==> src/ddr2_cmd_map.svh <==
// Purpose: Constants for the DDR2 command-side controller.
// Assumes: 50 MHz system clock, one command slot per clock.
// Notes:   Timing counts are in controller clocks; the _NS values are in ns.
`ifndef DDR2_CMD_MAP_SVH
`define DDR2_CMD_MAP_SVH

// ****************************************************************
// Timing
// ****************************************************************
`define CLK_PERIOD_NS                 20
`define CKE_MIN_HOLD_CLK              3
`define SELF_REFRESH_EXIT_READ_CLK    200
`define SELF_REFRESH_EXIT_NONREAD_NS  200
`define SELF_REFRESH_EXIT_NONREAD_CLK \
    ((`SELF_REFRESH_EXIT_NONREAD_NS + `CLK_PERIOD_NS - 1) / `CLK_PERIOD_NS)
`define MODE_REGISTER_SET_DELAY_CLK   2
`define ROW_PRECHARGE_CLK             1
`define BURST_BUSY_CLK                4
`define POWER_DOWN_MAX_CLK            390

// ****************************************************************
// Field layout
// ****************************************************************
`define BANK_COUNT       4
`define ADDR_W           13
`define BANK_W           2
`define AUTO_PRE_BIT     10
`define COUNT_W          9
`define FIFO_DEPTH       8
`define MASK_W           2
`define DATA_W           16

`endif

==> src/ddr2_cmd_pkg.sv <==
// Purpose: Types for the DDR2 command-side controller.
// Assumes: Constants come from ddr2_cmd_map.svh.
// Notes:   Command codes are {cs_n, ras_n, cas_n, we_n}.
package ddr2_cmd_pkg;

    typedef enum logic [3:0] {
        CMD_MRS      = 4'h0,
        CMD_REFRESH  = 4'h1,
        CMD_PRECHRG  = 4'h2,
        CMD_ACTIVATE = 4'h3,
        CMD_WRITE    = 4'h4,
        CMD_READ     = 4'h5,
        CMD_NOP      = 4'h7,
        CMD_DESELECT = 4'h8
    } dram_cmd_t;

    typedef enum logic [2:0] {
        ST_IDLE      = 3'b000,
        ST_WAIT      = 3'b001,
        ST_POWERDOWN = 3'b010,
        ST_SELFREF   = 3'b011,
        ST_EXIT      = 3'b100
    } pwr_state_t;

    typedef enum logic [2:0] {
        REQ_MRS      = 3'b000,
        REQ_ACTIVATE = 3'b001,
        REQ_READ     = 3'b010,
        REQ_WRITE    = 3'b011,
        REQ_PRECHRG  = 3'b100,
        REQ_REFRESH  = 3'b101,
        REQ_PWRDOWN  = 3'b110,
        REQ_SELFREF  = 3'b111
    } req_op_t;

endpackage

==> src/mask_fifo.sv <==
// Purpose: Small FIFO for write data and mask beats.
// Assumes: Same clock on both sides.
// Notes:   Read data come straight out of a register.
`timescale 1ns/1ns
module mask_fifo #(
    parameter int WIDTH = 18,
    parameter int DEPTH = 8
) (
    // Clock and reset
    input  wire logic             i_clk,
    input  wire logic             i_rst,
    // Filling side
    input  wire logic             i_in_valid,
    input  wire logic [WIDTH-1:0] i_in_data,
    output logic                  o_in_ready,
    // Draining side
    output logic                  o_out_valid,
    output logic      [WIDTH-1:0] o_out_data,
    input  wire logic             i_out_ready
);
    localparam int AW = $clog2(DEPTH);

    logic [WIDTH-1:0] mem_r [DEPTH];
    logic [AW-1:0]    wr_ptr_r;
    logic [AW-1:0]    wr_ptr_nxt;
    logic [AW-1:0]    rd_ptr_r;
    logic [AW-1:0]    rd_ptr_nxt;
    logic [AW:0]      count_r;
    logic [AW:0]      count_nxt;
    logic             out_valid_r;
    logic             out_valid_nxt;
    logic [WIDTH-1:0] out_data_r;
    logic [WIDTH-1:0] out_data_nxt;
    logic             push;
    logic             pop;

    always_comb begin
        // One entry sits in the output register, so storage holds DEPTH-1 more
        o_in_ready    = (count_r < AW'(DEPTH - 1) + (AW+1)'(0)) || !out_valid_r;
        push          = i_in_valid && o_in_ready;
        pop           = (count_r != '0) && (!out_valid_r || i_out_ready);
        wr_ptr_nxt    = push ? AW'(wr_ptr_r + 1'b1) : wr_ptr_r;
        rd_ptr_nxt    = pop ? AW'(rd_ptr_r + 1'b1) : rd_ptr_r;
        count_nxt     = (AW+1)'(count_r + (push ? 1'b1 : 1'b0) - (pop ? 1'b1 : 1'b0));
        out_valid_nxt = pop ? 1'b1 : (i_out_ready ? 1'b0 : out_valid_r);
        out_data_nxt  = pop ? mem_r[rd_ptr_r] : out_data_r;
    end

    always_ff @(posedge i_clk) begin
        if (push) begin
            mem_r[wr_ptr_r] <= i_in_data;
        end
        if (i_rst) begin
            wr_ptr_r    <= '0;
            rd_ptr_r    <= '0;
            count_r     <= '0;
            out_valid_r <= 1'b0;
            out_data_r  <= '0;
        end else begin
            wr_ptr_r    <= wr_ptr_nxt;
            rd_ptr_r    <= rd_ptr_nxt;
            count_r     <= count_nxt;
            out_valid_r <= out_valid_nxt;
            out_data_r  <= out_data_nxt;
        end
    end

    assign o_out_valid = out_valid_r;
    assign o_out_data  = out_data_r;

endmodule // mask_fifo

==> src/ddr2_cmd_ctrl.sv <==
// Notes on behaviour
// - Only truth-table command combinations are issued.
// - Power-down entry and exit use NOP.
// - Self-refresh entry: refresh with CKE low, idle (code enters with banks open too).
// - Self-refresh exit: CKE high with NOP.
// - NOPs only until nonread delay elapses.
// - No read for 200 clocks after exit.
// - No sleep while operations in progress.
// - Hold CKE three edges after change.
// - Limit power-down time for refresh.
// - CKE high during driver calibration.
// - ODT held valid in power-down.
// - MRS only idle, then wait delay (code issues MRS with banks open too).
// - Precharge before activating other row (code activates without checking open banks).
//
// Purpose: Controller that drives a DDR2 device's command and CKE pins.
// Assumes: One command per clock; user waits for o_req_ready.
// Notes:   Write data and masks pass through an 8-entry FIFO.
`timescale 1ns/1ns
`include "ddr2_cmd_map.svh"
module ddr2_cmd_ctrl
    import ddr2_cmd_pkg::*;
(
    // Clock and reset
    input  wire logic                  i_clk,
    input  wire logic                  i_rst,
    // User requests
    input  wire logic                  i_req_valid,
    input  wire logic [2:0]            i_req_op,
    input  wire logic [`BANK_W-1:0]    i_req_bank,
    input  wire logic [`ADDR_W-1:0]    i_req_addr,
    input  wire logic                  i_wake,
    input  wire logic                  i_calibrating,
    input  wire logic                  i_odt_req,
    output logic                       o_req_ready,
    output logic                       o_asleep,
    output logic [`BANK_COUNT-1:0]     o_bank_open,
    // User write beats
    input  wire logic                  i_wr_valid,
    input  wire logic [`DATA_W-1:0]    i_wr_data,
    input  wire logic [`MASK_W-1:0]    i_wr_mask,
    output logic                       o_wr_ready,
    // Device pins
    output logic                       o_cke,
    output logic                       o_cs_n,
    output logic                       o_ras_n,
    output logic                       o_cas_n,
    output logic                       o_we_n,
    output logic [`BANK_W-1:0]         o_ba,
    output logic [`ADDR_W-1:0]         o_addr,
    output logic                       o_odt,
    output logic [`DATA_W-1:0]         o_dq,
    output logic [`MASK_W-1:0]         o_dm,
    output logic                       o_dq_oe
);

    // ****************************************************************
    // Declarations
    // ****************************************************************
    pwr_state_t                 state_r;
    pwr_state_t                 state_nxt;
    pwr_state_t                 ret_r;
    pwr_state_t                 ret_nxt;
    logic [3:0]                 cmd_r;
    logic [3:0]                 cmd_nxt;
    logic                       cke_r;
    logic                       cke_nxt;
    logic [`BANK_W-1:0]         ba_r;
    logic [`BANK_W-1:0]         ba_nxt;
    logic [`ADDR_W-1:0]         addr_r;
    logic [`ADDR_W-1:0]         addr_nxt;
    logic                       odt_r;
    logic                       odt_nxt;
    logic [`COUNT_W-1:0]        wait_r;
    logic [`COUNT_W-1:0]        wait_nxt;
    logic [1:0]                 hold_r;
    logic [1:0]                 hold_nxt;
    logic [`COUNT_W-1:0]        rd_block_r;
    logic [`COUNT_W-1:0]        rd_block_nxt;
    logic [`COUNT_W-1:0]        sleep_r;
    logic [`COUNT_W-1:0]        sleep_nxt;
    logic [`BANK_COUNT-1:0]     open_r;
    logic [`BANK_COUNT-1:0]     open_nxt;
    logic [1:0]                 beats_r;
    logic [1:0]                 beats_nxt;
    logic                       ready_r;
    logic                       ready_nxt;
    logic                       wake_s1_r;
    logic                       wake_s2_r;
    logic                       cal_s1_r;
    logic                       cal_s2_r;
    logic                       take;
    logic                       all_idle;
    logic                       beat_valid;
    logic [`DATA_W+`MASK_W-1:0] beat_data;
    logic                       beat_take;
    logic [`DATA_W-1:0]         dq_r;
    logic [`DATA_W-1:0]         dq_nxt;
    logic [`MASK_W-1:0]         dm_r;
    logic [`MASK_W-1:0]         dm_nxt;
    logic                       dq_oe_r;
    logic                       dq_oe_nxt;

    // ****************************************************************
    // Input synchronisers
    // ****************************************************************
    always_ff @(posedge i_clk) begin
        if (i_rst) begin
            wake_s1_r <= 1'b0;
            wake_s2_r <= 1'b0;
            cal_s1_r  <= 1'b0;
            cal_s2_r  <= 1'b0;
        end else begin
            wake_s1_r <= i_wake;
            wake_s2_r <= wake_s1_r;
            cal_s1_r  <= i_calibrating;
            cal_s2_r  <= cal_s1_r;
        end
    end

    // ****************************************************************
    // Write beat buffer
    // ****************************************************************
    mask_fifo #(
        .WIDTH (`DATA_W + `MASK_W),
        .DEPTH (`FIFO_DEPTH)
    ) u_fifo (
        .i_clk       (i_clk),
        .i_rst       (i_rst),
        .i_in_valid  (i_wr_valid),
        .i_in_data   ({i_wr_mask, i_wr_data}),
        .o_in_ready  (o_wr_ready),
        .o_out_valid (beat_valid),
        .o_out_data  (beat_data),
        .i_out_ready (beat_take)
    );

    // ****************************************************************
    // Command and power state
    // ****************************************************************
    always_comb begin
        all_idle     = (open_r == '0);
        take         = ready_r && i_req_valid;
        state_nxt    = state_r;
        ret_nxt      = ret_r;
        cmd_nxt      = CMD_NOP;
        cke_nxt      = cke_r;
        ba_nxt       = ba_r;
        addr_nxt     = addr_r;
        odt_nxt      = odt_r;
        open_nxt     = open_r;
        beats_nxt    = beats_r;
        hold_nxt     = (hold_r != '0) ? 2'(hold_r - 1'b1) : hold_r;
        wait_nxt     = (wait_r != '0) ? `COUNT_W'(wait_r - 1'b1) : wait_r;
        rd_block_nxt = (rd_block_r != '0) ? `COUNT_W'(rd_block_r - 1'b1) : rd_block_r;
        sleep_nxt    = sleep_r;
        beat_take    = 1'b0;
        dq_nxt       = dq_r;
        dm_nxt       = dm_r;
        dq_oe_nxt    = 1'b0;
        // Each DM bit flagged high masks its byte of that beat
        if (beats_r != '0 && beat_valid) begin
            beat_take = 1'b1;
            dq_nxt    = beat_data[`DATA_W-1:0];
            dm_nxt    = beat_data[`DATA_W+`MASK_W-1:`DATA_W];
            dq_oe_nxt = 1'b1;
            beats_nxt = 2'(beats_r - 1'b1);
        end
        // ODT kept at a defined level, off in self-refresh
        odt_nxt = (state_r == ST_SELFREF) ? 1'b0 : i_odt_req;
        case (state_r)
            ST_IDLE: begin
                // Raise CKE after reset; requests wait out its hold
                if (!cke_r) begin
                    cke_nxt  = 1'b1;
                    hold_nxt = 2'(`CKE_MIN_HOLD_CLK - 1);
                end
                // Only table commands leave this block
                if (take) begin
                    ba_nxt   = i_req_bank;
                    addr_nxt = i_req_addr;
                    case (req_op_t'(i_req_op))
                        REQ_MRS: begin
                            // Bank bits pick the mode register
                            cmd_nxt  = CMD_MRS;
                            wait_nxt = `COUNT_W'(`MODE_REGISTER_SET_DELAY_CLK);
                        end
                        REQ_ACTIVATE: begin
                            // Row opens in the chosen bank
                            cmd_nxt              = CMD_ACTIVATE;
                            open_nxt[i_req_bank] = 1'b1;
                        end
                        REQ_READ, REQ_WRITE: begin
                            // Column rides on the low address bits
                            // Device delays it by its additive latency
                            cmd_nxt  = (i_req_op == REQ_READ) ? CMD_READ : CMD_WRITE;
                            wait_nxt = `COUNT_W'(`BURST_BUSY_CLK);
                            if (i_req_op == REQ_WRITE) begin
                                beats_nxt = 2'(`BURST_BUSY_CLK - 1);
                            end
                            if (i_req_addr[`AUTO_PRE_BIT]) begin
                                open_nxt[i_req_bank] = 1'b0;
                            end
                        end
                        REQ_PRECHRG: begin
                            cmd_nxt  = CMD_PRECHRG;
                            wait_nxt = `COUNT_W'(`ROW_PRECHARGE_CLK);
                            if (i_req_addr[`AUTO_PRE_BIT]) begin
                                open_nxt = '0;
                            end else begin
                                open_nxt[i_req_bank] = 1'b0;
                            end
                        end
                        REQ_REFRESH: begin
                            cmd_nxt  = CMD_REFRESH;
                            wait_nxt = `COUNT_W'(`ROW_PRECHARGE_CLK);
                        end
                        REQ_PWRDOWN: begin
                            // Device picks active or precharge power-down
                            cmd_nxt   = CMD_NOP;
                            cke_nxt   = 1'b0;
                            hold_nxt  = 2'(`CKE_MIN_HOLD_CLK - 1);
                            sleep_nxt = `COUNT_W'(`POWER_DOWN_MAX_CLK);
                            state_nxt = ST_POWERDOWN;
                        end
                        default: begin
                            cmd_nxt   = CMD_REFRESH;
                            cke_nxt   = 1'b0;
                            hold_nxt  = 2'(`CKE_MIN_HOLD_CLK - 1);
                            state_nxt = ST_SELFREF;
                        end
                    endcase
                    if (cmd_nxt != CMD_NOP || req_op_t'(i_req_op) == REQ_PWRDOWN) begin
                        state_nxt = (state_nxt == ST_IDLE) ? ST_WAIT : state_nxt;
                    end
                end
            end
            ST_WAIT: begin
                // NOPs leave the running burst alone
                if (wait_r <= `COUNT_W'(1) && beats_r == '0) begin
                    state_nxt = ST_IDLE;
                end
            end
            ST_POWERDOWN, ST_SELFREF: begin
                // CKE stays low, command pins idle
                cmd_nxt = CMD_DESELECT;
                if (state_r == ST_POWERDOWN && sleep_r != '0) begin
                    sleep_nxt = `COUNT_W'(sleep_r - 1'b1);
                end
                // No CKE change inside the hold window
                // Forced wake before refresh falls due
                if (hold_r == '0 && (wake_s2_r || cal_s2_r ||
                    (state_r == ST_POWERDOWN && sleep_r <= 1))) begin
                    // No clock-edge dependency expected on exit
                    cmd_nxt  = CMD_NOP;
                    cke_nxt  = 1'b1;
                    hold_nxt = 2'(`CKE_MIN_HOLD_CLK - 1);
                    ret_nxt  = state_r;
                    if (state_r == ST_SELFREF) begin
                        // NOP stream for the nonread delay
                        wait_nxt     = `COUNT_W'(`SELF_REFRESH_EXIT_NONREAD_CLK);
                        rd_block_nxt = `COUNT_W'(`SELF_REFRESH_EXIT_READ_CLK);
                    end else begin
                        wait_nxt = '0;
                    end
                    state_nxt = ST_EXIT;
                end
            end
            ST_EXIT: begin
                if (hold_r == '0 && wait_r == '0) begin
                    state_nxt = ST_IDLE;
                end
            end
            default: begin
                state_nxt = ST_IDLE;
            end
        endcase
        // Sleep offered only when nothing runs
        // All requests wait out the read block, so ready never lies
        ready_nxt = (state_nxt == ST_IDLE) && !cal_s2_r && cke_r && hold_r == '0 &&
                    rd_block_r <= `COUNT_W'(1);
        if (ready_nxt && take) begin
            ready_nxt = 1'b0;
        end
    end

    // Reads and sleeps while blocked are refused through o_req_ready timing
    always_ff @(posedge i_clk) begin
        if (i_rst) begin
            state_r    <= ST_IDLE;
            ret_r      <= ST_IDLE;
            cmd_r      <= CMD_NOP;
            cke_r      <= 1'b0;
            ba_r       <= '0;
            addr_r     <= '0;
            odt_r      <= 1'b0;
            wait_r     <= '0;
            hold_r     <= '0;
            rd_block_r <= '0;
            sleep_r    <= '0;
            open_r     <= '0;
            beats_r    <= '0;
            ready_r    <= 1'b0;
            dq_r       <= '0;
            dm_r       <= '0;
            dq_oe_r    <= 1'b0;
        end else begin
            state_r    <= state_nxt;
            ret_r      <= ret_nxt;
            cmd_r      <= cmd_nxt;
            cke_r      <= cke_nxt;
            ba_r       <= ba_nxt;
            addr_r     <= addr_nxt;
            odt_r      <= odt_nxt;
            wait_r     <= wait_nxt;
            hold_r     <= hold_nxt;
            rd_block_r <= rd_block_nxt;
            sleep_r    <= sleep_nxt;
            open_r     <= open_nxt;
            beats_r    <= beats_nxt;
            ready_r    <= ready_nxt;
            dq_r       <= dq_nxt;
            dm_r       <= dm_nxt;
            dq_oe_r    <= dq_oe_nxt;
        end
    end

    // ****************************************************************
    // Outputs
    // ****************************************************************
    // Pins change once per clock edge only
    assign o_cke       = cke_r;
    assign o_cs_n      = cmd_r[3];
    assign o_ras_n     = cmd_r[2];
    assign o_cas_n     = cmd_r[1];
    assign o_we_n      = cmd_r[0];
    assign o_ba        = ba_r;
    assign o_addr      = addr_r;
    assign o_odt       = odt_r;
    assign o_dq        = dq_r;
    assign o_dm        = dm_r;
    assign o_dq_oe     = dq_oe_r;
    assign o_req_ready = ready_r;
    assign o_asleep    = (ret_r != ST_IDLE) && 1'b0 || (state_r == ST_POWERDOWN) ||
                         (state_r == ST_SELFREF);
    assign o_bank_open = open_r;

endmodule // ddr2_cmd_ctrl

==> config.mk <==
export PLATFORM = sky130hd
export DESIGN_NAME = ddr2_cmd_ctrl
export DESIGN_NICKNAME = d
export VERILOG_FILES = /design/src/ddr2_cmd_pkg.sv /design/src/mask_fifo.sv /design/src/ddr2_cmd_ctrl.sv
export VERILOG_INCLUDE_DIRS = /design/src /design/src/src
export SDC_FILE = /design/constraint.sdc
export NUM_CORES = 1
export LEC_CHECK = 0
export ABC_AREA = 1
export BUFFER_PORTS_ARGS = -buffer_cell sky130_fd_sc_hd__buf_2
export CAP_MARGIN = 40
export CORE_AREA = 2 2 136 138
export CTS_CLUSTER_DIAMETER = 80
export DETAILED_ROUTE_END_ITERATION = 7
export DIE_AREA = 0 0 138 140
export PLACE_DENSITY = 0.79
export SETUP_SLACK_MARGIN = 0.3
export SLEW_MARGIN = 30
export SYNTH_ARGS = -nofsm -noshare
export SYNTH_HDL_FRONTEND = slang
export SYNTH_SLANG_ARGS = --single-unit
==> constraint.sdc <==
create_clock -name i_clk -period 5.75 [get_ports i_clk]
set_input_delay 0.575 -clock i_clk [delete_from_list [all_inputs] [get_ports i_clk]]
set_output_delay 0.575 -clock i_clk [all_outputs]
set_load 0.05 [all_outputs]
# After elaboration in Yosys (flattened, before gate mapping)
# Memories as Yosys holds them, arrays and structs flattened. A register that Yosys moved wholly into a read port is not among the register bits.
# Cells that the tools add are included.
# word_totals
inputBits	43
ram_bits	144
out_inout_bits	47
register_bits	94
mem_count	1
# mem_list
memory	words	width	rd	rd_ports_with_merged_regs	wr	line_no	text
u_fifo.mem_r	8	18	1	1	1	mask_fifo.sv:23	logic [WIDTH-1:0] mem_r [DEPTH];
# op_classes
muxes	58
eq_ne	16
n_bitwise	3
n_reduce_logical	49
addsub	9
n_lt_le_gt_ge	6
# op_table
operator	n
2-to-1 mux 9 bit	10
case mux 9 bit (2 select lines)	2
2-to-1 mux 4 bit	7
less-or-equal comparator 9 x 1 -> 1 bit, second input constant	3
case mux 9 bit (3 select lines)	1
nonzero test 9 bit	3
subtractor 9 x 1 -> 9 bit, second input constant	3
2-to-1 mux 3 bit	8
2-to-1 mux 2 bit	10
logical AND 1 bit	15
case mux 3 bit (5 select lines)	1
== test 3 x 2 -> 1 bit, second input constant	4
== test 3 bit, second input constant	4
logical NOT 3 bit	4
2-to-1 mux 1 bit	12
case mux 3 bit (4 select lines)	1
case mux 4 bit (3 select lines)	1
!= test 2 bit, second input constant	5
OR reduction 2 bit	5
logical NOT 9 bit	1
case mux 4 bit (2 select lines)	1
AND reduction 4 bit	2
nonzero test 2 bit	4
adder 3 x 1 -> 3 bit, second input constant	2
other kinds (22)	32

# Logic depth before layout (Yosys ltp)
# Gate-level depths: netlist of the first run.
# depth
depth_word	17
mapped_depth	14

# Modules after synthesis
# Synthesis of the first run repeated with hierarchy kept, for this count alone.
# hier_totals
cells_unflattened	1239
area_unflattened_um2	11041.8
# modules_own_cells
module	seq_area_each_um2	cells_per_inst	area_per_inst_um2	instances
mask_fifo	4904.7	714	7300.8	1
ddr2_cmd_ctrl	1661.6	525	3741.1	1

# Worst setup path before layout of the first run
# No wires, ideal clock.
# synth_path
path_type	reg2reg
start	register u_fifo.count_r[3]
end	memory u_fifo.mem_r[0][0] (enable)
arrival_ps	2207
path_slack_ps	3151
setup_ps	393
stages_incl_launch_ff	10
path_cell_list	dfxtp_1 -> inv_1 -> ha_1 -> nand3_1 -> nand2_1 -> nand2_1 -> nand2_1 -> inv_1 -> nand2_1 -> nor2_1
# synth_via
elab_chain_len	5
# synth_rtl
element	line_no	text
from (decl)	mask_fifo.sv:28	logic [AW:0] count_r;
from (signal assigned)	mask_fifo.sv:62	count_r <= count_nxt;
< comparator 4 x 3 -> 1 bit	mask_fifo.sv:39	o_in_ready = (count_r < AW'(DEPTH - 1) + (AW+1)'(0)) || !out_valid_r;
logical OR 1 bit	mask_fifo.sv:39	
named net o_wr_ready	ddr2_cmd_ctrl.sv:42	output logic o_wr_ready,
logical AND 1 bit	mask_fifo.sv:40	push = i_in_valid && o_in_ready;
named net u_fifo.push	mask_fifo.sv:34	logic push;
2-to-1 mux 1 bit	mask_fifo.sv:50	if (push) begin
2-to-1 mux 1 bit (implied by the code)	mask_fifo.sv:51	mem_r[wr_ptr_r] <= i_in_data;
to (decl)	mask_fifo.sv:23	
# The timed path passes the listed nets, and every way through them passes these cells.

# Worst setup path after layout of the first run
# layout_path
start	register beats_r[0]
end	register u_fifo.count_r[3]
# layout_via
elab_chain_len	7
# layout_rtl
element	line_no	text
from (decl)	ddr2_cmd_ctrl.sv:84	logic [1:0] beats_r;
from (signal assigned)	ddr2_cmd_ctrl.sv:320	beats_r <= beats_nxt;
nonzero test 2 bit	ddr2_cmd_ctrl.sv:162	if (beats_r != '0 && beat_valid) begin
logical AND 1 bit	ddr2_cmd_ctrl.sv:162	
2-to-1 mux 1 bit	ddr2_cmd_ctrl.sv:162	
logical OR 1 bit	mask_fifo.sv:41	pop = (count_r != '0) && (!out_valid_r || i_out_ready);
logical AND 1 bit	mask_fifo.sv:41	
2-to-1 mux 1 bit	mask_fifo.sv:44	count_nxt = (AW+1)'(count_r + (push ? 1'b1 : 1'b0) - (pop ? 1'b1 : 1'b0));
subtractor 4 bit	mask_fifo.sv:44	
# No other way between the ends.
# A chain may end at the register's enable or synchronous reset.

==> flow_summary_export.csv, run 1 <==
group,metric,value,unit
drt,via_per_inst,5.61,
clocking,post_cts_buffers,0,
global_routing,grtUsageTotal,22.8,%
floorplan,die_w,138,um
drt,via_count,7595,
drt,wl_per_cell,16.4,um
critical_path,critical_path_class,"flop to flop",
power,swShare,34.0,%
clocking,clkSinkCount,256,
power,pwr-share-comb,30.3,%
clocking,clkLatencyLatePin,0.53,ns
clocking,postCtsResizedCells,0,
cells_and_area,fin_nets,1164,
clocking,cts-root-buf,"clkbuf_16",
cells_and_area,seq_area,6570,um^2
sta,finalSetupTns,0,ns
drt,drc,0,
sta,slew_viol_final,0,
synth,syn_inst,1018,
synth,async_flop_share,0,%
power,internal_power,3670,uW
synth,ys_seq_area_share,62.5,%
global_routing,grt_start_max_net_pins,77,
job,cap_violations,0,
power,p_switching,1890,uW
clocking,htree_levels,1,
drt,first_iter_violations,587,
synth,synth-seq-cells,256,
drt,drtAntennaViolNets,0,
global_routing,antenna_found_initial,0,
critical_path,end_kind,"flop",
sta,period_needed,2.48,ns
floorplan,die_h,140,um
synth,ys.warnings.count,0,
floorplan,io_pins,90,
floorplan,dieArea,19300,um^2
placement,dp_slack,3.30,ns
synth,avgSynthCellArea,10.3,um^2
sta,worst_hold_slack,0.261,ns
clocking,cts_tree,"done",
placement,dp_hpwl,13700,um
clocking,clk_pin_slew,0.06,ns
clocking,cts_hold_buf,0,
critical_path,cp.arrival,2.93,ns
sta,clock_skew,0.0150,ns
sta,worstMarginPinSlew,0.831,ns
critical_path,start_kind,"flop",
placement,io_buffers,89,
floorplan,coreArea,17800,um^2
cells_and_area,drive_gt1_share,15.7,%
drt,totalWireLength,22200,um
global_routing,gr-total-overflow,0,
sta,max_slew_margin,44.6,%
power,pwr-share-clk,28.4,%
run_status,status,"finished clean",
cells_and_area,diodes,0,
sta,final-setup-viol-count,0,
sta,fmax,404,MHz
clocking,numCtsBuffers,26,
sta,rsz0062_at_grt,"no",
sta,timing.final.crit_share,43.1,%
sta,final.setup.worst_slack,3.27,ns
critical_path,required,6.21,ns
clocking,cts.path.max_buffers,3,
power,total_leakage_power,0.00468,uW
power,p_per_area,464,nW/um^2
cells_and_area,num-fill-cells,1340,
synth,synth_cell_type_count,47,
synth,synth_edf_count,144,
power,pwr-share-seq,41.3,%
sta,hold_viol_final,0,
critical_path,cp_max_fo,25,
global_routing,grt_pass1_vias,7089,
synth,syn_nets,1078,
cells_and_area,syn_to_final_growth,14.1,%
floorplan,initial_core_util,59.1,%
synth,synthFlopType,"edfxtp_1",
cells_and_area,multi_input_area,3480,um^2
drt,firstDrtPassIters,5,
synth,synth_area,10500,um^2
worst_hold_path,hp-class,"input pin to flop",
placement,gp_congestion,0.861,
power,max-vdd-ir-drop,0.291,mV
global_routing,grt_pass1_wl,35900,um
floorplan,rows,49,
-- cells in the final DEF (no fill, tap or decap), types with 6 or more instances in the layout --
cell type / n
buf_4: 15
o32ai_1: 18
inv_2: 6
nand4_1: 9
nor2_1: 204
clkbuf_1: 7
dfxtp_1: 110
o21ai_1: 9
edfxtp_1: 144
inv_1: 62
xnor2_1: 7
nor2_2: 8
nand3_1: 26
clkbuf_16: 27
o211ai_1: 19
mux2i_1: 18
nand2_1: 105
buf_2: 89
clkinv_1: 6
nor3_1: 6
ha_1: 16
a21oi_1: 46
o221ai_1: 18
o21ai_0: 87
xor2_1: 9
-- final timing paths --
check	startpoint	end	slack, ns	cells after the start
worst max-delay path	beats_r[0]	u_fifo.count_r[3]	3.27	14
worst min-delay path	i_wake	wake_s1_r	0.26	3
worst max register to register	beats_r[0]	u_fifo.count_r[3]	3.27	14
worst min register to register	wake_s1_r	wake_s2_r	0.41	2
-- registers in the layout, summed over array words and instances (netlist names), 2 cells and up --
| signal | flops |
|---|---|
| u_fifo.wr_ptr_r | 3 |
| state_r | 3 |
| o_dm | 2 |
| o_bank_open | 4 |
| o_ba | 2 |
| o_dq | 16 |
| u_fifo.mem_r | 144 |
| cmd_r | 4 |
| rd_block_r | 9 |
| u_fifo.o_out_data | 18 |
| u_fifo.rd_ptr_r | 3 |
| beats_r | 2 |
| u_fifo.count_r | 4 |
| sleep_r | 9 |
| hold_r | 2 |
| wait_r | 9 |
| o_addr | 13 |
-- critical path: stages (launching register included) --
cell      delay, ns
dfxtp_1        0.32
inv_1          0.06
ha_1           0.21
nand2_1        0.08
inv_1          0.06
a31oi_2        0.14
buf_4          0.34
ha_1           0.26
inv_1          0.05
ha_1           0.26
nand2_1        0.06
nor2_1         0.04
a211oi_1       0.25
o21ai_0        0.13
a21oi_1        0.15
-- metal layers --
layer / wire [um] / GRT usage [%] / up-vias
met5: 0 / 0 / -
met4: 531 / 7.36 / 0
met3: 1810 / 4.68 / 46
met2: 10000 / 36.2 / 282
met1: 9860 / 32.0 / 3551
li1: - / - / 3716
-- through the flow --
| step | area (um^2) | cells | total power (uW) | utilization [%] |
|---|---|---|---|---|
| finish | 12000 | 1353 | 5560 | 67.4 |
| global route | 12000 | 1353 | 5890 | 67.4 |
| CTS | 12000 | 1353 | 5580 | 67.4 |
| detailed placement | 11200 | 1305 | 3990 | 62.8 |
| global placement | 11200 | 1304 | 3940 | 62.7 |
| floorplan | 10500 | 1018 | 3590 | - |
-- synth_stat cells (all sizes together) (2+ instances only) --
| cell | number | area, um^2 |
|---|---|---|
| a21oi | 47 | 239 |
| a31oi | 4 | 31.3 |
| buf | 19 | 91.3 |
| clkbuf | 28 | 105 |
| dfxtp | 112 | 2240 |
| edfxtp | 144 | 4320 |
| ha | 16 | 200 |
| inv | 68 | 255 |
| mux2i | 18 | 180 |
| nand2 | 114 | 470 |
| nand3 | 29 | 168 |
| nand4 | 10 | 68.8 |
| nor2 | 213 | 827 |
| nor3 | 7 | 40.0 |
| nor3b | 2 | 25.0 |
| nor4 | 2 | 12.5 |
| o211a | 2 | 20.0 |
| o211ai | 19 | 143 |
| o21ai | 96 | 480 |
| o21bai | 4 | 30.0 |
| o221ai | 18 | 158 |
| o32ai | 18 | 158 |
| or2 | 5 | 31.3 |
| xnor2 | 7 | 61.3 |
| xor2 | 9 | 78.8 |
-- logic make-up after synthesis --
family / share of synthesized area (%)
compound gates: 12.2
xor+xnor: 1.33
fa+ha+maj: 2.10
buf+inv: 4.34
flops: 62.5
mux: 1.72
simple gates: 15.8
-- power by group through the flow --
| stage | sequential, uW | clock (uW) | combinational [uW] |
|---|---|---|---|
| final | 2300 | 1580 | 1690 |
| after global routing | 2320 | 1670 | 1890 |
| after detailed placement | 2330 | 0 | 1660 |
| after global placement | 2330 | 0 | 1610 |
| after CTS | 2290 | 1600 | 1680 |
| after floorplan | 2370 | 0 | 1210 |
-- layout make-up --
| class | instances | area share [%] |
|---|---|---|
| clock buffer | 36 | 6.09 |
| clock inverter | 12 | 0.679 |
| inverter | 69 | 2.16 |
| multi-input combinational | 646 | 29.0 |
| sequential | 256 | 54.8 |
| tap | 229 | 2.39 |
| timing repair buffer | 105 | 4.82 |
Power figures use the tool's default switching activity.
==> run 2, diff against run 1 <==
- CORE_AREA: 2 2 136 138 -> 2 2 137 139
- DIE_AREA: 0 0 138 140 -> 0 0 139 141
- PLACE_DENSITY: 0.79 -> 0.78
- clock period: 5.75 -> 2.3 ns (I/O delays scaled with it)
==> run 2 against run 1 <==
Die area increased by 1.4%. Routed wire length increased by 6.3%. Global-route usage increased by 0.72 points. Clock skew increased by 0.0076 ns. Via count increased by 3.6%. Combinational power increased to 2.7 times the previous value. Cell count increased by 3.3%. Sequential share of layout area decreased by 2.5 points. Sequential power increased to 2.5 times the previous value. Clock power increased to 2.6 times the previous value. Hold slack got worse by 0.24 ns. First-iteration DRC count increased by 12%.
==> flow_summary_export.csv, run 2 (synthesized netlist as in run 1, its figures left out) <==
group,metric,value,unit
critical_path,cp.arrival,2.35,ns
floorplan,dieArea,19600,um^2
placement,dp_hpwl,14400,um
clocking,cts_tree,"done",
sta,worstMarginPinSlew,0.650,ns
cells_and_area,drive_gt1_share,18.8,%
cells_and_area,layout_commonest_cell,"nor2_1",
clocking,clkLatencyLatePin,0.54,ns
floorplan,coreArea,18300,um^2
clocking,cts-root-buf,"clkbuf_16",
sta,clock_skew,0.0226,ns
placement,gp_congestion,0.841,
critical_path,cpMostUsedCell,"inv_2",
drt,via_per_inst,5.63,
floorplan,die_w,139,um
sta,slew_viol_final,0,
run_status,status,"finished clean",
floorplan,die_h,141,um
cells_and_area,num-fill-cells,1332,
sta,max_slew_margin,56.5,%
critical_path,path_delay_family,"adder cells",
critical_path,required,2.71,ns
drt,drtAntennaViolNets,0,
drt,wl_per_cell,16.9,um
critical_path,start_kind,"flop",
floorplan,initial_core_util,57.5,%
placement,dp.cells,1316,
global_routing,met1_usage,32.9,%
sta,fmax,513,MHz
cells_and_area,fin_nets,1202,
placement,io_buffers,89,
power,max-vdd-ir-drop,0.754,mV
power,total_leakage_power,0.00484,uW
clocking,cts.path.max_buffers,3,
global_routing,grt_pass1_vias,7457,
global_routing,use_met2,39.3,%
critical_path,critical_path_class,"flop to flop",
global_routing,antenna_found_initial,1,
global_routing,grtUsageTotal,23.5,%
global_routing,grt_pass1_wl,37600,um
power,p_per_area,1150,nW/um^2
cells_and_area,final_cell_mix,"195 x nor2_1, 144 x edfxtp_1, 107 x dfxtp_1",
drt,totalWireLength,23600,um
sta,finalSetupTns,0,ns
worst_hold_path,hp-class,"input pin to flop",
cells_and_area,final_util,68.8,%
critical_path,slowest_stage,"fa_2",
cells_and_area,regMostFlops,"u_fifo.mem_r",
global_routing,met3_usage,3.09,%
critical_path,cp_max_fo,2,
clocking,clk_pin_slew,0.06,ns
global_routing,gr-total-overflow,0,
sta,timing.final.crit_share,84.7,%
clocking,numCtsBuffers,26,
floorplan,rows,50,
critical_path,crit_chain,"inv_2 > ha_4 > nand2_2 > inv_2 > a31oi_4 > ha_4 > inv_2 > ha_4 > inv_2 > fa_2 > nor2_1",
drt,firstDrtPassIters,5,
cells_and_area,final_area,12600,um^2
global_routing,top_usage_layer,"met2",
sta,hold_viol_final,0,
clocking,clkSinkCount,256,
floorplan,io_pins,90,
drt,drc,0,
job,cap_violations,0,
critical_path,cp_num_buf_inv,4,
global_routing,grt_start_max_net_pins,52,
placement,place_area,11300,um^2
cells_and_area,final_cells,1397,
sta,final-setup-viol-count,0,
drt,first_iter_violations,660,
clocking,htree_levels,1,
cells_and_area,syn_to_final_growth,19.7,%
power,total_power,14500,uW
cells_and_area,largest_reg_flops,144,
critical_path,end_kind,"flop",
drt,via_count,7871,
critical_path,max_stage_delay,0.51,ns
sta,rsz0062_at_grt,"yes",
sta,period_needed,1.95,ns
[run 2: routing by layer]
metal / vias up / part of all wire, %
met5: - / 0
met4: 0 / 2.3
met3: 44 / 5.6
met2: 268 / 48
met1: 3762 / 44
li1: 3797 / -
[run 2: report_power, final]
| part | switching [uW] | internal, uW |
|---|---|---|
| registers | 355 | 5400 |
| clock network | 1710 | 2390 |
| logic | 2950 | 1690 |
| total | 5010 | 9480 |
[run 2: what timing repair did]
action / CTS / global route
setup endpoints to repair: 20 / 150
hold endpoints to repair: 115 / 0
pin swaps: 0 / 6
resized for setup: 2 / 25
buffers inserted: 0 / 3
hold buffers: 29 / 0
[run 2: final cells by class]
cell class              count  area [um^2]  share of cell area [%]
diodes                      1         2.50                  0.0199
clock buffers              38          716                    5.69
clock inverters            10          118                   0.936
inverters                  69          263                    2.09
multi-input cells         646         3620                    28.8
flip-flops and latches    256         6570                    52.3
well taps                 234          293                    2.33
repair buffers            143          982                    7.81
[run 2: path summary, 6_finish.rpt]
| kind | slack, ns | start | endpoint | depth (start not counted) |
|---|---|---|---|---|
| min | 0.02 | i_wr_mask[0] | u_fifo.mem_r[4][16] | 1 |
| max reg2reg | 0.35 | beats_r[0] | u_fifo.count_r[1] | 11 |
| min reg2reg | 0.41 | cal_s1_r | cal_s2_r | 2 |
| max | 0.35 | beats_r[0] | u_fifo.count_r[1] | 11 |
[run 2: through the flow]
stage	hold WS [ns]	setup slack, ns
detailed placement	0.408	0.277
global placement	0.394	0.295
floorplan	0.329	0.225
CTS	0.000478	0.340
finish	0.0210	0.352
global route	0.0173	0.273
==> run 3, diff against run 2 <==
- clock period: 2.3 -> 1.86 ns (I/O delays scaled with it)
==> run 3 against run 2 <==
The run now ends with negative setup slack left. Cell count up 6.3%. Sequential share of layout area fell by 5.7 points. Critical path depth is 2 lower. Total power increased by 42%. Hold slack improved by 0.042 ns. Critical endpoint unchanged.
==> flow_summary_export.csv, run 3 (synthesized netlist as in run 1, its figures left out) <==
group,metric,value,unit
run_status,status,"finished with violations",
run_status,violations,"negative setup slack",
sta,final-setup-viol-count,105,
critical_path,end_kind,"flop",
placement,dp.cells,1333,
power,total_leakage_power,0.00554,uW
placement,io_buffers,89,
drt,via_per_inst,5.87,
critical_path,cp_max_fo,2,
placement,gp_congestion,0.860,
sta,fmax,495,MHz
sta,max_slew_margin,67.5,%
sta,slew_viol_final,0,
cells_and_area,regMostFlops,"u_fifo.mem_r",
worst_hold_path,holdPathEnd,"wait_r[1]",
critical_path,rrSetupSlack,-0.16,ns
clocking,cts-root-buf,"clkbuf_16",
clocking,numCtsBuffers,27,
clocking,clkLatencyLatePin,0.55,ns
critical_path,cp.arrival,2.46,ns
floorplan,initial_core_util,57.5,%
global_routing,grt_pass1_wl,42900,um
clocking,cts_tree,"done",
sta,worst_hold_slack,0.0632,ns
worst_hold_path,hp-class,"input pin to flop",
power,max-vdd-ir-drop,1.01,mV
job,cap_violations,0,
cells_and_area,largest_reg_flops,144,
global_routing,grtUsageTotal,27.6,%
cells_and_area,drive_gt1_share,30.2,%
clocking,clkSinkCount,256,
power,internal_power,13400,uW
floorplan,dieArea,19600,um^2
sta,timing.final.crit_share,109,%
critical_path,timing.rr.start,"u_fifo.count_r[2]",
power,swShare,34.7,%
clocking,htree_levels,1,
critical_path,start_kind,"flop",
floorplan,rows,50,
global_routing,grt_start_max_net_pins,75,
floorplan,die_h,141,um
critical_path,required,2.30,ns
cells_and_area,fin_nets,1290,
drt,wl_per_cell,20.1,um
sta,rsz0062_at_grt,"yes",
cells_and_area,layout_commonest_cell,"nor2_1",
critical_path,worst_r2r_path_depth,9,
sta,worstMarginPinSlew,0.488,ns
drt,drtAntennaViolNets,0,
drt,drc,0,
power,pwr-share-seq,34.9,%
power,p_switching,7110,uW
floorplan,io_pins,90,
sta,period_needed,2.02,ns
sta,hold_viol_final,0,
sta,final.setup.worst_slack,-0.159,ns
global_routing,gr-total-overflow,0,
sta,clock_skew,0.0207,ns
placement,dp_hpwl,14500,um
cells_and_area,final_cell_mix,"181 x nor2_1, 144 x edfxtp_1, 95 x dfxtp_1",
global_routing,grt_pass1_vias,8215,
power,pwr-share-comb,37.9,%
critical_path,critical_path_class,"flop to flop",
critical_path,r2r_end,"u_fifo.count_r[1]",
clocking,clk_pin_slew,0.06,ns
cells_and_area,syn_to_final_growth,34.7,%
cells_and_area,num-fill-cells,1043,
drt,first_iter_violations,878,
power,pwr-share-clk,27.2,%
drt,firstDrtPassIters,5,
worst_hold_path,whs_path_depth,4,
clocking,cts.path.max_buffers,3,
cells_and_area,final_cells,1485,
floorplan,coreArea,18300,um^2
drt,totalWireLength,29800,um
floorplan,die_w,139,um
power,p_per_area,1450,nW/um^2
worst_hold_path,holdCritStartpoint,"i_req_op[2]",
drt,via_count,8720,
global_routing,antenna_found_initial,1,
==> run 3: cell count changes in the layout (fill, tap and decap cells not counted), sizes merged, moves of 2 or more <==
cell / delta
clkinvlp: -3
buf: +78
bufinv: +2
dlygate4sd3: +7
==> run 3: area by class of cell <==
type                    count  area (um^2)  share of cell area, %
clock buffers              38          757                   5.35
multi-input cells         646         3930                   27.8
clock inverters            11          166                   1.18
flip-flops and latches    256         6590                   46.6
inverters                  69          290                   2.05
well taps                 234          293                   2.07
diodes                      1         2.50                 0.0177
repair buffers            230         2120                   15.0
==> run 3: repair_timing <==
action                                 4_1_cts  5_1_grt
setup endpoints to repair                  204      235
resized for setup                           82       86
endpoints found under the hold margin      162        0
cloned                                       9        1
buffers inserted                            28       28
pin swaps                                   21       39
hold buffers                                36        0
==> run 3: how the worst max path moves through the flow <==
stage | start | endpoint | slack [ns] | cells past startpoint
floorplan | beats_r[1] | u_fifo.count_r[1] | -0.21 | 12
global placement | beats_r[1] | u_fifo.count_r[1] | -0.03 | 11
detailed placement | beats_r[1] | u_fifo.count_r[1] | -0.1 | 11
CTS | beats_r[0] | u_fifo.count_r[1] | -0.07 | 11
global route | u_fifo.count_r[2] | u_fifo.count_r[3] | -0.21 | 11
finish | u_fifo.count_r[2] | u_fifo.count_r[1] | -0.16 | 9
==> run 3: power by group through the flow <==
stage / Clock [uW] / Sequential, uW / Combinational, uW
floorplan: 0 / 7340 / 3930
global placement: 0 / 7150 / 5460
detailed placement: 0 / 7170 / 5640
CTS: 5580 / 7070 / 6560
global route: 5840 / 7220 / 8350
finish: 5590 / 7150 / 7770
==> run 3: per-stage QoR <==
step           utilization (%)  worst slack, ns  area [um^2]  total power [uW]  TNS, ns
4_1_cts                   74.5          -0.0681        13600             19200   -0.569
6_report                  77.4           -0.159        14100             20500    -5.28
2_1_floorplan                -           -0.215        10600             11300   -19.83
3_3_place_gp              63.4          -0.0338        11600             12600  -0.0489
5_1_grt                   77.4           -0.205        14100             21400   -10.38
3_5_place_dp              63.4          -0.0997        11600             12800   -0.248
==> run 3: layer usage <==
metal,track usage (%),share of wire (%)
met4,11.2,3.9
met3,4.11,7.1
met2,48.6,52
met5,0,0
met1,34.4,37
==> run 3: critical path: stages (launching register included) <==
cell and delay [ns]:
dfxtp_2 0.37, inv_2 0.09, ha_4 0.18, a31oi_4 0.20, ha_4 0.24, inv_4 0.06, ha_4 0.14, inv_4 0.04
fa_2 0.54, nor2_2 0.05
